[src/rtl/asrtc_defines.svh]
// Purpose: Named constants of the serial receiver/transmitter core
// Assumes: Included by bare name from the core, synchroniser and FIFO files
// Notes:   Addresses are register file locations
`ifndef ASRTC_DEFINES_SVH
`define ASRTC_DEFINES_SVH

// Register file locations
`define ASRTC_ADDR_DATA_BUF     8'hf0
`define ASRTC_ADDR_PORT3_MODE   8'hf7

// Port 3 mode fields
`define ASRTC_P3M_SERIAL_BIT    6
`define ASRTC_P3M_PARITY_BIT    7

// Bit timing in timer pulses
`define ASRTC_DIV_ONE           4'h1
`define ASRTC_DIV_ZERO          4'h0
`define ASRTC_RX_SAMPLE_AT      4'h8
`define ASRTC_RX_LAST_BIT       4'h8
`define ASRTC_TX_FRAME_BITS     4'hb

// Reset and idle values
`define ASRTC_SHIFT_ONES        8'hff
`define ASRTC_BYTE_ZERO         8'h00
`define ASRTC_FRAME_MARK        11'h7ff
`define ASRTC_PARITY_BIT        7

`endif

[src/rtl/asrtc_pkg.sv]
// Purpose: Types shared by the serial core files
// Assumes: Nothing beyond SystemVerilog
// Notes:   State vector of the core is one packed struct
package asrtc_pkg;

   typedef enum logic [0:0] {
      ASRTC_RX_IDLE = 1'b0,
      ASRTC_RX_RUN  = 1'b1
   } asrtc_rx_state_t;

   typedef enum logic [0:0] {
      ASRTC_TX_IDLE = 1'b0,
      ASRTC_TX_SEND = 1'b1
   } asrtc_tx_state_t;

   typedef struct packed {
      logic            serialEn;
      logic            parityEn;
      asrtc_rx_state_t rxState;
      logic [3:0]      rxDiv;
      logic [3:0]      rxBitIdx;
      logic [7:0]      rxShift;
      logic [7:0]      rxBuf;
      asrtc_tx_state_t txState;
      logic [3:0]      txDiv;
      logic [3:0]      txBitsLeft;
      logic [10:0]     txFrame;
      logic            txLoaded;
      logic [7:0]      rdData;
      logic            rxIrq;
      logic            txIrq;
      logic            timerIrq;
      logic            txOut;
      logic            txOutEn_n;
      logic            pinLevel;
   } asrtc_state_t;

endpackage

[src/rtl/asrtc_core.sv]
// Purpose: Full-duplex asynchronous serial receiver and transmitter
// Assumes: Register file port and timer pulse on the same clock as the core
// Notes:   Transmit writes pass a small FIFO before loading the shifter
//
// Notes on behaviour
// - After reset and each character, receive shifter is ones, shift clock stopped.
// - Serial input passes two clocked flip-flops before any receive logic.
// - Idle receiver arms its bit timing on a high-to-low input transition.
// - Receiver counts timer pulses modulo sixteen, first sample at count eight.
// - Start bit rechecked low at mid-bit, else receiver returns to idle.
// - After a good start bit, one data bit is taken every sixteen pulses.
// - Completed character: receive request raised, shifter ones, back to start search.
// - Receive buffer is single, a new character overwrites, no overrun flag.
// - No framing check; the synchronised input level stays readable always.
// - With parity on, received bit seven becomes the odd-parity error flag.
// - Odd parity only, enabled by mode bit seven; off passes all eight bits.
// - After reset and each character the transmitter holds its output high.
// - A write to the data buffer location loads the transmitter, but only while serial mode is on.
// - A buffer write clears the transmit divider, shifts follow sixteen pulses later.
// - Transmitter sends low start bit, eight buffered bits, two high stop bits.
// - After the second stop bit, output marks and transmit request is raised.
// - With parity on, outgoing bit seven is replaced by an odd parity bit.
// - A write during transmission aborts it and starts a fresh start bit.
// - After reset, buffer contents are zero, serial mode and parity off.
// - Mode bit six enables serial mode; timer pulses then feed the dividers.
`timescale 1ns/1ps
`include "asrtc_defines.svh"

module asrtc_core
   import asrtc_pkg::*;
#(
   parameter int TX_FIFO_DEPTH = 16
)
(
   // Clock and reset
   input  wire logic       clock,
   input  wire logic       rst_n,
   // Register file access
   input  wire logic [7:0] regAddr,
   input  wire logic       regWrite,
   input  wire logic       regRead,
   input  wire logic [7:0] regWrData,
   output logic      [7:0] regRdData,
   output logic            txWriteReady,
   // Bit-rate timer
   input  wire logic       timerEoc,
   output logic            timerIrqPulse,
   // Serial pins
   input  wire logic       serialInputPin,
   output logic            serialOutput,
   output logic            serialOutputEn_n,
   output logic            serialPinLevel,
   // Interrupt requests
   output logic            receiveInterruptRequest,
   output logic            transmitInterruptRequest
);

   asrtc_state_t stateReg;
   asrtc_state_t stateNext;

   logic       rxLevel;
   logic       fifoInReady;
   logic       fifoOutValid;
   logic [7:0] fifoOutData;
   logic       fifoOutReady;
   logic       fifoPush;
   logic       txLoad;
   logic       rxFall;
   logic       rxSample;
   logic       rxDone;
   logic       txShift;
   logic [3:0] rxDivInc;
   logic [3:0] txDivInc;
   logic [7:0] rxChar;
   logic [7:0] txChar;

   asrtc_sync u_sync (
      .clock    (clock),
      .rst_n    (rst_n),
      .pinIn    (serialInputPin),
      .levelOut (rxLevel)
   );

   // Only buffer writes while serial mode is on
   assign fifoPush = regWrite && (regAddr == `ASRTC_ADDR_DATA_BUF) && stateReg.serialEn;

   // Drain pauses one cycle after each load, so bursts of writes queue
   assign fifoOutReady = !stateReg.txLoaded && stateReg.serialEn;

   asrtc_fifo #(
      .WIDTH (8),
      .DEPTH (TX_FIFO_DEPTH)
   ) u_txfifo (
      .clock    (clock),
      .rst_n    (rst_n),
      .inValid  (fifoPush),
      .inData   (regWrData),
      .inReady  (fifoInReady),
      .outValid (fifoOutValid),
      .outData  (fifoOutData),
      .outReady (fifoOutReady)
   );

   always_comb
   begin
      stateNext = stateReg;
      txLoad    = fifoOutValid && fifoOutReady && stateReg.serialEn;
      rxDivInc  = stateReg.rxDiv + `ASRTC_DIV_ONE;
      txDivInc  = stateReg.txDiv + `ASRTC_DIV_ONE;
      rxFall    = stateReg.pinLevel && !rxLevel;
      rxSample  = (stateReg.rxState == ASRTC_RX_RUN) && timerEoc
                  && (rxDivInc == `ASRTC_RX_SAMPLE_AT);
      rxDone    = rxSample && (stateReg.rxBitIdx == `ASRTC_RX_LAST_BIT);
      txShift   = (stateReg.txState == ASRTC_TX_SEND) && timerEoc
                  && (txDivInc == `ASRTC_DIV_ZERO);
      rxChar    = {rxLevel, stateReg.rxShift[7:1]};
      txChar    = fifoOutData;

      // Single-cycle outputs default low
      stateNext.rxIrq    = 1'b0;
      stateNext.txIrq    = 1'b0;
      stateNext.txLoaded = txLoad;

      // Level seen by software and by the edge detector
      stateNext.pinLevel = rxLevel;

      // Mode register is write-only
      if (regWrite && (regAddr == `ASRTC_ADDR_PORT3_MODE))
      begin
         stateNext.serialEn = regWrData[`ASRTC_P3M_SERIAL_BIT];
         stateNext.parityEn = regWrData[`ASRTC_P3M_PARITY_BIT];
      end

      // Timer interrupt only while the timer is not the bit-rate source
      stateNext.timerIrq = timerEoc && !stateReg.serialEn;

      // Reads return the receive buffer; other locations read zero
      if (regRead && (regAddr == `ASRTC_ADDR_DATA_BUF))
      begin
         stateNext.rdData = stateReg.rxBuf;
      end
      else
      begin
         stateNext.rdData = `ASRTC_BYTE_ZERO;
      end

      // Receiver
      case (stateReg.rxState)
         ASRTC_RX_IDLE:
         begin
            stateNext.rxShift = `ASRTC_SHIFT_ONES;
            if (stateReg.serialEn && rxFall)
            begin
               stateNext.rxState  = ASRTC_RX_RUN;
               stateNext.rxDiv    = `ASRTC_DIV_ZERO;
               stateNext.rxBitIdx = `ASRTC_DIV_ZERO;
            end
         end
         ASRTC_RX_RUN:
         begin
            if (timerEoc)
            begin
               stateNext.rxDiv = rxDivInc;
            end
            if (rxSample)
            begin
               if (stateReg.rxBitIdx == `ASRTC_DIV_ZERO)
               begin
                  // False start: glitch shorter than half a bit
                  if (rxLevel)
                  begin
                     stateNext.rxState = ASRTC_RX_IDLE;
                  end
                  else
                  begin
                     stateNext.rxBitIdx = `ASRTC_DIV_ONE;
                  end
               end
               else
               begin
                  stateNext.rxShift  = rxChar;
                  stateNext.rxBitIdx = stateReg.rxBitIdx + `ASRTC_DIV_ONE;
               end
            end
            // Stop bit is not checked; software may sample the pin level
            if (rxDone)
            begin
               stateNext.rxBuf = rxChar;
               if (stateReg.parityEn)
               begin
                  stateNext.rxBuf[`ASRTC_PARITY_BIT] = ~^rxChar;
               end
               stateNext.rxIrq   = 1'b1;
               stateNext.rxShift = `ASRTC_SHIFT_ONES;
               stateNext.rxState = ASRTC_RX_IDLE;
            end
         end
         default:
         begin
            stateNext.rxState = ASRTC_RX_IDLE;
         end
      endcase

      // Transmitter
      case (stateReg.txState)
         ASRTC_TX_IDLE:
         begin
            stateNext.txFrame = `ASRTC_FRAME_MARK;
         end
         ASRTC_TX_SEND:
         begin
            if (timerEoc)
            begin
               stateNext.txDiv = txDivInc;
            end
            if (txShift)
            begin
               if (stateReg.txBitsLeft == `ASRTC_DIV_ONE)
               begin
                  stateNext.txState = ASRTC_TX_IDLE;
                  stateNext.txFrame = `ASRTC_FRAME_MARK;
                  stateNext.txIrq   = 1'b1;
               end
               else
               begin
                  stateNext.txFrame    = {1'b1, stateReg.txFrame[10:1]};
                  stateNext.txBitsLeft = stateReg.txBitsLeft - `ASRTC_DIV_ONE;
               end
            end
         end
         default:
         begin
            stateNext.txState = ASRTC_TX_IDLE;
         end
      endcase

      // A load wins over any frame in flight
      if (txLoad)
      begin
         if (stateReg.parityEn)
         begin
            txChar[`ASRTC_PARITY_BIT] = ~^fifoOutData[6:0];
         end
         stateNext.txState    = ASRTC_TX_SEND;
         stateNext.txDiv      = `ASRTC_DIV_ZERO;
         stateNext.txBitsLeft = `ASRTC_TX_FRAME_BITS;
         stateNext.txFrame    = {2'b11, txChar, 1'b0};
      end

      // Serial mode off forces both paths idle
      if (!stateReg.serialEn)
      begin
         stateNext.rxState = ASRTC_RX_IDLE;
         stateNext.txState = ASRTC_TX_IDLE;
         stateNext.txFrame = `ASRTC_FRAME_MARK;
         stateNext.rxIrq   = 1'b0;
         stateNext.txIrq   = 1'b0;
      end

      stateNext.txOut     = stateNext.txFrame[0];
      stateNext.txOutEn_n = !stateNext.serialEn;
   end

   always_ff @(posedge clock)
   begin
      if (!rst_n)
      begin
         stateReg <= '{
            serialEn:   1'b0,
            parityEn:   1'b0,
            rxState:    ASRTC_RX_IDLE,
            rxDiv:      `ASRTC_DIV_ZERO,
            rxBitIdx:   `ASRTC_DIV_ZERO,
            rxShift:    `ASRTC_SHIFT_ONES,
            rxBuf:      `ASRTC_BYTE_ZERO,
            txState:    ASRTC_TX_IDLE,
            txDiv:      `ASRTC_DIV_ZERO,
            txBitsLeft: `ASRTC_DIV_ZERO,
            txFrame:    `ASRTC_FRAME_MARK,
            txLoaded:   1'b0,
            rdData:     `ASRTC_BYTE_ZERO,
            rxIrq:      1'b0,
            txIrq:      1'b0,
            timerIrq:   1'b0,
            txOut:      1'b1,
            txOutEn_n:  1'b1,
            pinLevel:   1'b1
         };
      end
      else
      begin
         stateReg <= stateNext;
      end
   end

   assign regRdData                = stateReg.rdData;
   assign txWriteReady             = fifoInReady;
   assign timerIrqPulse            = stateReg.timerIrq;
   assign serialOutput             = stateReg.txOut;
   assign serialOutputEn_n         = stateReg.txOutEn_n;
   assign serialPinLevel           = stateReg.pinLevel;
   assign receiveInterruptRequest  = stateReg.rxIrq;
   assign transmitInterruptRequest = stateReg.txIrq;

   tx_idle_marks_a : assert property (@(posedge clock) disable iff (!rst_n)
      (stateReg.txState == ASRTC_TX_IDLE) |-> serialOutput)
      else $error("idle transmitter not marking");

   mode_off_quiet_a : assert property (@(posedge clock) disable iff (!rst_n)
      !stateReg.serialEn [*2] |-> serialOutputEn_n && !receiveInterruptRequest
                                  && !transmitInterruptRequest)
      else $error("serial logic active with serial mode off");

   tx_load_start_a : assert property (@(posedge clock) disable iff (!rst_n)
      txLoad |=> (stateReg.txState == ASRTC_TX_SEND) && !serialOutput
                 && (stateReg.txDiv == `ASRTC_DIV_ZERO))
      else $error("buffer load did not start a fresh start bit");

   tx_done_irq_a : assert property (@(posedge clock) disable iff (!rst_n)
      (txShift && (stateReg.txBitsLeft == `ASRTC_DIV_ONE) && !txLoad && stateReg.serialEn)
      |=> transmitInterruptRequest && serialOutput ##1 !transmitInterruptRequest)
      else $error("transmit end not flagged with marking output");

   rx_edge_arms_a : assert property (@(posedge clock) disable iff (!rst_n)
      ((stateReg.rxState == ASRTC_RX_IDLE) && stateReg.serialEn && rxFall)
      |=> (stateReg.rxState == ASRTC_RX_RUN) && (stateReg.rxDiv == `ASRTC_DIV_ZERO))
      else $error("start edge did not arm the receiver");

   rx_false_start_a : assert property (@(posedge clock) disable iff (!rst_n)
      (rxSample && (stateReg.rxBitIdx == `ASRTC_DIV_ZERO) && rxLevel)
      |=> (stateReg.rxState == ASRTC_RX_IDLE) && !receiveInterruptRequest)
      else $error("false start bit not rejected");

   rx_done_reset_a : assert property (@(posedge clock) disable iff (!rst_n)
      (rxDone && stateReg.serialEn) |=> receiveInterruptRequest
         && (stateReg.rxShift == `ASRTC_SHIFT_ONES)
         && (stateReg.rxState == ASRTC_RX_IDLE))
      else $error("completed character not handled");

   rx_parity_flag_a : assert property (@(posedge clock) disable iff (!rst_n)
      (rxDone && stateReg.serialEn && stateReg.parityEn)
      |=> stateReg.rxBuf[`ASRTC_PARITY_BIT] == ~^$past(rxChar))
      else $error("parity error flag wrong");

   timer_irq_gate_a : assert property (@(posedge clock) disable iff (!rst_n)
      timerEoc |=> (timerIrqPulse == !$past(stateReg.serialEn)))
      else $error("timer interrupt not gated by serial mode");

endmodule

[src/rtl/asrtc_sync.sv]
// Purpose: Two flip-flop synchroniser for the serial input pin
// Assumes: Pin idles high, so both stages reset to one
// Notes:   First stage feeds only the second
`timescale 1ns/1ps
`include "asrtc_defines.svh"

module asrtc_sync
   import asrtc_pkg::*;
(
   // Clock and reset
   input  wire logic clock,
   input  wire logic rst_n,
   // Asynchronous pin and its synchronised level
   input  wire logic pinIn,
   output logic      levelOut
);

   typedef struct packed {
      logic stage1;
      logic stage2;
   } asrtc_sync_t;

   asrtc_sync_t syncReg;
   asrtc_sync_t syncNext;

   always_comb
   begin
      syncNext        = syncReg;
      syncNext.stage1 = pinIn;
      syncNext.stage2 = syncReg.stage1;
   end

   always_ff @(posedge clock)
   begin
      if (!rst_n)
      begin
         syncReg <= '{stage1: 1'b1, stage2: 1'b1};
      end
      else
      begin
         syncReg <= syncNext;
      end
   end

   assign levelOut = syncReg.stage2;

endmodule

[src/rtl/asrtc_fifo.sv]
// Purpose: Flip-flop FIFO with valid/ready on both sides
// Assumes: DEPTH of at least two
// Notes:   inReady is registered; it drops when the FIFO is full
`timescale 1ns/1ps
`include "asrtc_defines.svh"

module asrtc_fifo
   import asrtc_pkg::*;
#(
   parameter int WIDTH = 8,
   parameter int DEPTH = 16
)
(
   // Clock and reset
   input  wire logic             clock,
   input  wire logic             rst_n,
   // Fill side
   input  wire logic             inValid,
   input  wire logic [WIDTH-1:0] inData,
   output logic                  inReady,
   // Drain side
   output logic                  outValid,
   output logic      [WIDTH-1:0] outData,
   input  wire logic             outReady
);

   localparam int PW = (DEPTH > 1) ? $clog2(DEPTH) : 1;
   localparam int CW = $clog2(DEPTH + 1);
   localparam logic [PW-1:0] LAST = PW'(DEPTH - 1);
   localparam logic [CW-1:0] FULL = CW'(DEPTH);

   typedef struct packed {
      logic [DEPTH-1:0][WIDTH-1:0] mem;
      logic [PW-1:0]               wrPtr;
      logic [PW-1:0]               rdPtr;
      logic [CW-1:0]               count;
      logic                        ready;
   } asrtc_fifo_t;

   asrtc_fifo_t fifoReg;
   asrtc_fifo_t fifoNext;
   logic        doPush;
   logic        doPop;

   always_comb
   begin
      fifoNext = fifoReg;
      doPush   = inValid && fifoReg.ready;
      doPop    = outReady && (fifoReg.count != '0);
      if (doPush)
      begin
         fifoNext.mem[fifoReg.wrPtr] = inData;
         fifoNext.wrPtr = (fifoReg.wrPtr == LAST) ? '0 : fifoReg.wrPtr + 1'b1;
      end
      if (doPop)
      begin
         fifoNext.rdPtr = (fifoReg.rdPtr == LAST) ? '0 : fifoReg.rdPtr + 1'b1;
      end
      if (doPush && !doPop)
      begin
         fifoNext.count = fifoReg.count + 1'b1;
      end
      else if (doPop && !doPush)
      begin
         fifoNext.count = fifoReg.count - 1'b1;
      end
      fifoNext.ready = (fifoNext.count != FULL);
   end

   always_ff @(posedge clock)
   begin
      if (!rst_n)
      begin
         fifoReg <= '{mem: '0, wrPtr: '0, rdPtr: '0, count: '0, ready: 1'b1};
      end
      else
      begin
         fifoReg <= fifoNext;
      end
   end

   assign inReady  = fifoReg.ready;
   assign outValid = (fifoReg.count != '0);
   assign outData  = fifoReg.mem[fifoReg.rdPtr];

   full_blocks_a : assert property (@(posedge clock) disable iff (!rst_n)
      (fifoReg.count == FULL) |-> !inReady ##1 (fifoReg.count <= FULL))
      else $error("fifo accepts data while full");

endmodule

[config.mk]
export PLATFORM = sky130hd
export DESIGN_NAME = asrtc_core
export DESIGN_NICKNAME = d
export VERILOG_FILES = /design/src/rtl/asrtc_pkg.sv /design/src/rtl/asrtc_core.sv /design/src/rtl/asrtc_sync.sv /design/src/rtl/asrtc_fifo.sv
export VERILOG_INCLUDE_DIRS = /design/src /design/src/rtl
export SDC_FILE = /design/constraint.sdc
export NUM_CORES = 1
export LEC_CHECK = 0
export ABC_CLOCK_PERIOD_IN_PS = 2950
export BUFFER_PORTS_ARGS = -buffer_cell sky130_fd_sc_hd__buf_2
export CAP_MARGIN = 20
export CORE_MARGIN = 5
export CORE_UTILIZATION = 62
export DETAILED_ROUTE_END_ITERATION = 8
export GPL_ROUTABILITY_DRIVEN = 0
export PLACE_DENSITY = 0.8
export RECOVER_POWER = 100
export SETUP_SLACK_MARGIN = 0.15
export SLEW_MARGIN = 5
export SYNTH_ARGS = -nofsm -noshare
export SYNTH_HDL_FRONTEND = slang
export SYNTH_SLANG_ARGS = --single-unit
[constraint.sdc]
create_clock -name clock -period 2.95 [get_ports clock]
set_input_delay 0.1475 -clock clock [delete_from_list [all_inputs] [get_ports clock]]
set_output_delay 0.1475 -clock clock [all_outputs]
set_load 0.01 [all_outputs]
# Yosys cells after proc, flatten, opt, wreduce, memory -nomap -nowiden
# Cells that the tools add are included.
dict set report op_classes {
  add_sub_neg 8
  n_lt_le_gt_ge 3
  n_eq_ne 17
  n_mux 35
  bitwise 5
  reduce_logical 45
}
# cell n
set op_table {}
lappend op_table {{$bwmux 128} 1}
lappend op_table {{$pmux 17 s2} 1}
lappend op_table {{$bmux 8 s4} 1}
lappend op_table {{$demux 8 s4} 1}
lappend op_table {{$mux 4} 7}
lappend op_table {{$mux 8} 3}
lappend op_table {{$pmux 11 s2} 1}
lappend op_table {{$add 4x1->4 const B} 5}
lappend op_table {{$mux 20} 1}
lappend op_table {{$logic_and 1x1->1} 19}
lappend op_table {{$mux 9} 2}
lappend op_table {{$eq 4x4->1 const B} 4}
lappend op_table {{$eq 8x8->1 const B} 2}
lappend op_table {{$mux 16} 1}
lappend op_table {{$mux 15} 1}
lappend op_table {{$mux 12} 1}
lappend op_table {{$reduce_and 2->1} 6}
lappend op_table {{$reduce_and 3->1} 4}
lappend op_table {{$lt 4x5->1 const B} 2}
lappend op_table {{$mux 1} 10}
lappend op_table {{$mux 10} 1}
lappend op_table {{$mux 5} 2}
lappend op_table {{$logic_not 4->1} 2}
lappend op_table {{$reduce_xnor 8->1} 1}
lappend op_table {{19 further kinds} 34}
dict set report word_totals {
  ff_bits 205
  input_bits 22
  output_inout_bits 15
  word_cells 156
}

# Logic depth before layout (Yosys ltp)
dict set report logic_depth {
  ltp_word 9
  depth_mapped 10
  mapped_depth_nobuf 9
}

# Hierarchy
# A second synthesis with hierarchy kept.
dict set report unflattened {
  hier_cells 1011
  area_unflattened_um2 9537.9
}
# mod n_inst cells_per_inst area_per_inst_um2
set modules_own_cells {}
lappend modules_own_cells {asrtc_fifo 1 708 6734.0}
lappend modules_own_cells {asrtc_core 1 299 2751.4}
lappend modules_own_cells {asrtc_sync 1 4 52.6}

# Least setup slack after synthesis
# OpenSTA, ideal clock, no wires.
dict set report synth_path {
  path_kind {register -> register}
  start {register u_txfifo.fifoReg[6] in the netlist's numbering}
  end {register stateReg[23] in the netlist's numbering}
  setup_ps 134
  arrival_time_ps 2273
  t_required_ps 2816
  setup_slack_ps 543
  path_stages_with_launch 8
  path_buffers 3
  period_less_slack_ps 2407
  path_cell_list {dfxtp_1 > buf_2 > buf_2 > buf_2 > mux4_2 > mux4_2 > o32ai_1 > a32oi_1}
}
dict set report synth_via {
  elab_chain_cells 5
}
# element line
set synth_lines {}
lappend synth_lines {{start, declared} asrtc_fifo.sv:40} ;# asrtc_fifo_t fifoReg;
lappend synth_lines {{start signal, assigned} asrtc_fifo.sv:74} ;# fifoReg <= '{mem: '0, wrPtr: '0, rdPtr: '0, count: '0, ready: 1'b1};
lappend synth_lines {{start signal, assigned} asrtc_fifo.sv:78} ;# fifoReg <= fifoNext;
lappend synth_lines {{$bmux 8 s4 *} asrtc_fifo.sv:84} ;# assign outData = fifoReg.mem[fifoReg.rdPtr];
lappend synth_lines {{$mux 8 (not written as such) *} asrtc_fifo.sv:84}
lappend synth_lines {{$reduce_xnor 7->1} asrtc_core.sv:242} ;# txChar[`ASRTC_PARITY_BIT] = ~^fifoOutData[6:0];
lappend synth_lines {{$mux 1 *} asrtc_core.sv:240} ;# if (stateReg.parityEn)
lappend synth_lines {{$mux 20 *} asrtc_core.sv:238} ;# if (txLoad)
lappend synth_lines {{end signal, assigned} asrtc_core.sv:268} ;# stateReg <= '{
lappend synth_lines {{end signal, assigned} asrtc_core.sv:292} ;# stateReg <= stateNext;
lappend synth_lines {{end, declared} asrtc_core.sv:58} ;# asrtc_state_t stateReg;
# Every way passes the cells marked *; elsewhere a longest branch is shown, timed or not. The select of a mux whose other input is x is not followed.
# A chain may end at the register's enable or synchronous reset.

# Worst setup path after layout
# Same ends and word-level chain as after synthesis.

==> impl_metrics.ini <==
[status]
status = finished clean

[route]
vias_per_cell = 5.71
initialDrtViolationCount = 364
vias = 6492
firstDrtPassIters = 5
routedWlPerCell_um = 17.2
antenna_left = 0
drc = 0
wl_um = 19500

[finish]
syn_to_final_growth_pct = 9.92
drive_gt1_share_pct = 9.60
nFillCells = 1174
antennaDiodeCount = 0
final_util_pct = 69.3
nets = 973

[pwr]
combPwrFrac_pct = 2.4
p_int_w = 0.00441
p_leak_nw = 4.50
p_seq_share_pct = 50.1
clkPwrFrac_pct = 47.5
p_per_area_nw_per_um2 = 526
peakVddDrop_mv = 0.487
p_sw_share_pct = 20.1
p_switching_w = 0.00111

[clocking]
cts.sinks = 204
postCtsSetupBuffers = 0
clk-insertion-delay-late_ps = 490
cts_root_buf = clkbuf_16
cts_max_path_buffers = 3
path_clk_slew_ps = 60
cts_tree = yes
cts_buffers = 21
cts_max_level = 1

[synth]
synth_top_flop_cell = dfxtp_1
synth_warnings = 0
synthTopCellsByCount = dfxtp_1 (204), mux2i_1 (140), nor2b_1 (135)
avgSynthCellArea_um2 = 10.4
async_flop_share_pct = 0
netlist_instances = 915
ys_ff_latch = 204
synth_area_leaders = dfxtp_1 (43%), mux2i_1 (15%), nor2b_1 (8.8%)
syn_area_um2 = 9540
ys_types = 57
synth_seq_area_share_pct = 42.8
synth_most_common_cell = dfxtp_1
synth_top_area_share_pct = 42.8
synth-edff-count = 0
synth_top_area_cell = dfxtp_1
synth_fp_nets = 953

[floorplan]
initial_utilization_pct = 63.0
dieArea_um2 = 18000
io_pins = 37
core-area_um2 = 15100
num_rows = 45
die_w_um = 134
die_y_um = 134

[critical_path]
critPathMaxFanout = 8
cp-start-kind = flip-flop
cp-end-kind = flip-flop
critPathArrivalTime_ps = 3030
cp.required_ps = 3360
path_class = reg2reg

[timing]
fin_tns_setup_ps = 0
max_freq_ghz = 0.380
rsz0062_at_grt = no
finalCriticalPeriod_ps = 2630
hold_violations = 0
max_slew_margin_pct = 32.5
slew_viol_final = 0
fin_crit_sh_pct = 89.1
worst_pin_slew_ps = 1010
setup_viol = 0
fin_worst_skew_ps = 8.70

[grt]
grt_pass1_vias = 6379
grt_pass1_wl_um = 32400
grt_max_degree = 115
grt-ovfl-total = 0
grt_antenna_before_repair = 0
grtUsageTotal_pct = 22.0

[place]
dpl.hpwl_um = 12900
port-buffer-count = 36

[min_path]
hp-class = in2reg

[flow_run]
max_cap_viol_count = 0
## stage by stage
step | cells | hold slack (ps) | setup WS (ps) | power (W) | instance area, um2
3_5_place_dp | 1098 | 338 | 277 | 0.00296 | 9860
4_1_cts | 1136 | 63.5 | 255 | 0.00558 | 10600
2_1_floorplan | 915 | 249 | 543 | 0.00291 | 9540
3_3_place_gp | 1098 | 334 | 382 | 0.00296 | 9860
5_1_grt | 1136 | 94.0 | 130 | 0.00570 | 10500
6_report | 1136 | 66.7 | 321 | 0.00551 | 10500
## final cells by class
cell class | instances | area [um2] | share of cell area (%)
Timing Repair Buffer | 68 | 368 | 3.51
Sequential cell | 204 | 4090 | 39.0
Inverter | 13 | 48.8 | 0.465
Clock inverter | 3 | 40.0 | 0.382
Tap cell | 188 | 235 | 2.24
Clock buffer | 33 | 651 | 6.20
Multi-Input combinational cell | 627 | 5060 | 48.2
## layout by cell type (no fill, tap or decap), types with 3 or more instances in the layout
| cell type | instances |
|---|---|
| inv_1 | 13 |
| or3_1 | 3 |
| clkbuf_1 | 36 |
| mux4_2 | 16 |
| and2_0 | 14 |
| o311ai_0 | 5 |
| or4_1 | 3 |
| clkbuf_8 | 8 |
| nor2b_1 | 135 |
| dfxtp_1 | 203 |
| xor2_1 | 11 |
| nand2b_1 | 4 |
| clkbuf_16 | 21 |
| a21oi_1 | 11 |
| nand4_1 | 8 |
| nor2_1 | 39 |
| mux4_1 | 18 |
| o21ai_0 | 17 |
| xnor2_1 | 18 |
| o211ai_1 | 9 |
| a32oi_1 | 3 |
| nand3_1 | 24 |
| mux2_2 | 6 |
| ha_1 | 16 |
| a31oi_1 | 4 |
| o22ai_1 | 3 |
| buf_4 | 11 |
| a21boi_0 | 15 |
| buf_2 | 20 |
| nand2_1 | 58 |
| and2_1 | 7 |
| nor3_1 | 14 |
| mux2i_1 | 140 |
## metal layers
layer	global-route usage, %	share of wire, %	wire (um)
met5	0	0	0
met2	37.0	48	9340
met4	5.54	2.0	391
met1	30.1	46	9040
met3	3.11	3.9	762
## power by group through the flow
stage,sequential (W),clock (W),combinational (W)
2_1_floorplan,0.00282,0,0.0000899
3_3_place_gp,0.00282,0,0.000133
3_5_place_dp,0.00282,0,0.000133
4_1_cts,0.00276,0.00268,0.000136
5_1_grt,0.00276,0.00279,0.000147
6_report,0.00276,0.00262,0.000134
## cell families after synthesis
group	count (synthesis)	synth area share (%)
simple gates	325	18.6
flops	204	42.8
mux	180	24.1
buf+inv	84	4.18
compound gates	76	5.30
xor+xnor	30	2.91
fa+ha+maj	16	2.10
## critical path, cell delays in order, from the launching register on
cell and delay (ps):
dfxtp_1 590, mux4_2 570, mux4_2 530, xnor2_1 180
xor3_1 450, a32oi_1 220
## final timing paths
| path | start | cells past startpoint | slack, ps | endpoint |
|---|---|---|---|---|
| min reg2reg | u_sync.syncNext[0]$_SDFF_PN1_ | 1 | 440 | u_sync.levelOut$_SDFF_PN1_ |
| max reg2reg | u_txfifo.fifoReg[6]$_SDFFE_PN0N_ | 5 | 320 | stateReg[23]$_SDFFE_PN1P_ |
| min | regAddr[3] | 3 | 70 | regRdData[2]$_SDFF_PN0_ |
| max | u_txfifo.fifoReg[6]$_SDFFE_PN0N_ | 5 | 320 | stateReg[23]$_SDFFE_PN1P_ |
## flip-flops by register name (all words and copies together), names as in the netlist
name                      cells
u_txfifo.inReady              1
transmitInterruptRequest      1
timerIrqPulse                 1
receiveInterruptRequest       1
rxChar                        7
u_sync.levelOut               1
u_txfifo.fifoReg            141
stateReg                     40
serialOutputEn_n              1
regRdData                     8
u_sync.syncNext               1
serialPinLevel                1
## repair_timing
action                                  4_1_cts  5_1_grt
endpoints found under the hold margin         2        0
hold buffers                                  2        0
gates resized for setup                       0        1
endpoints found under the setup margin        0        1
No activity file was read; power rests on OpenSTA's default activity.
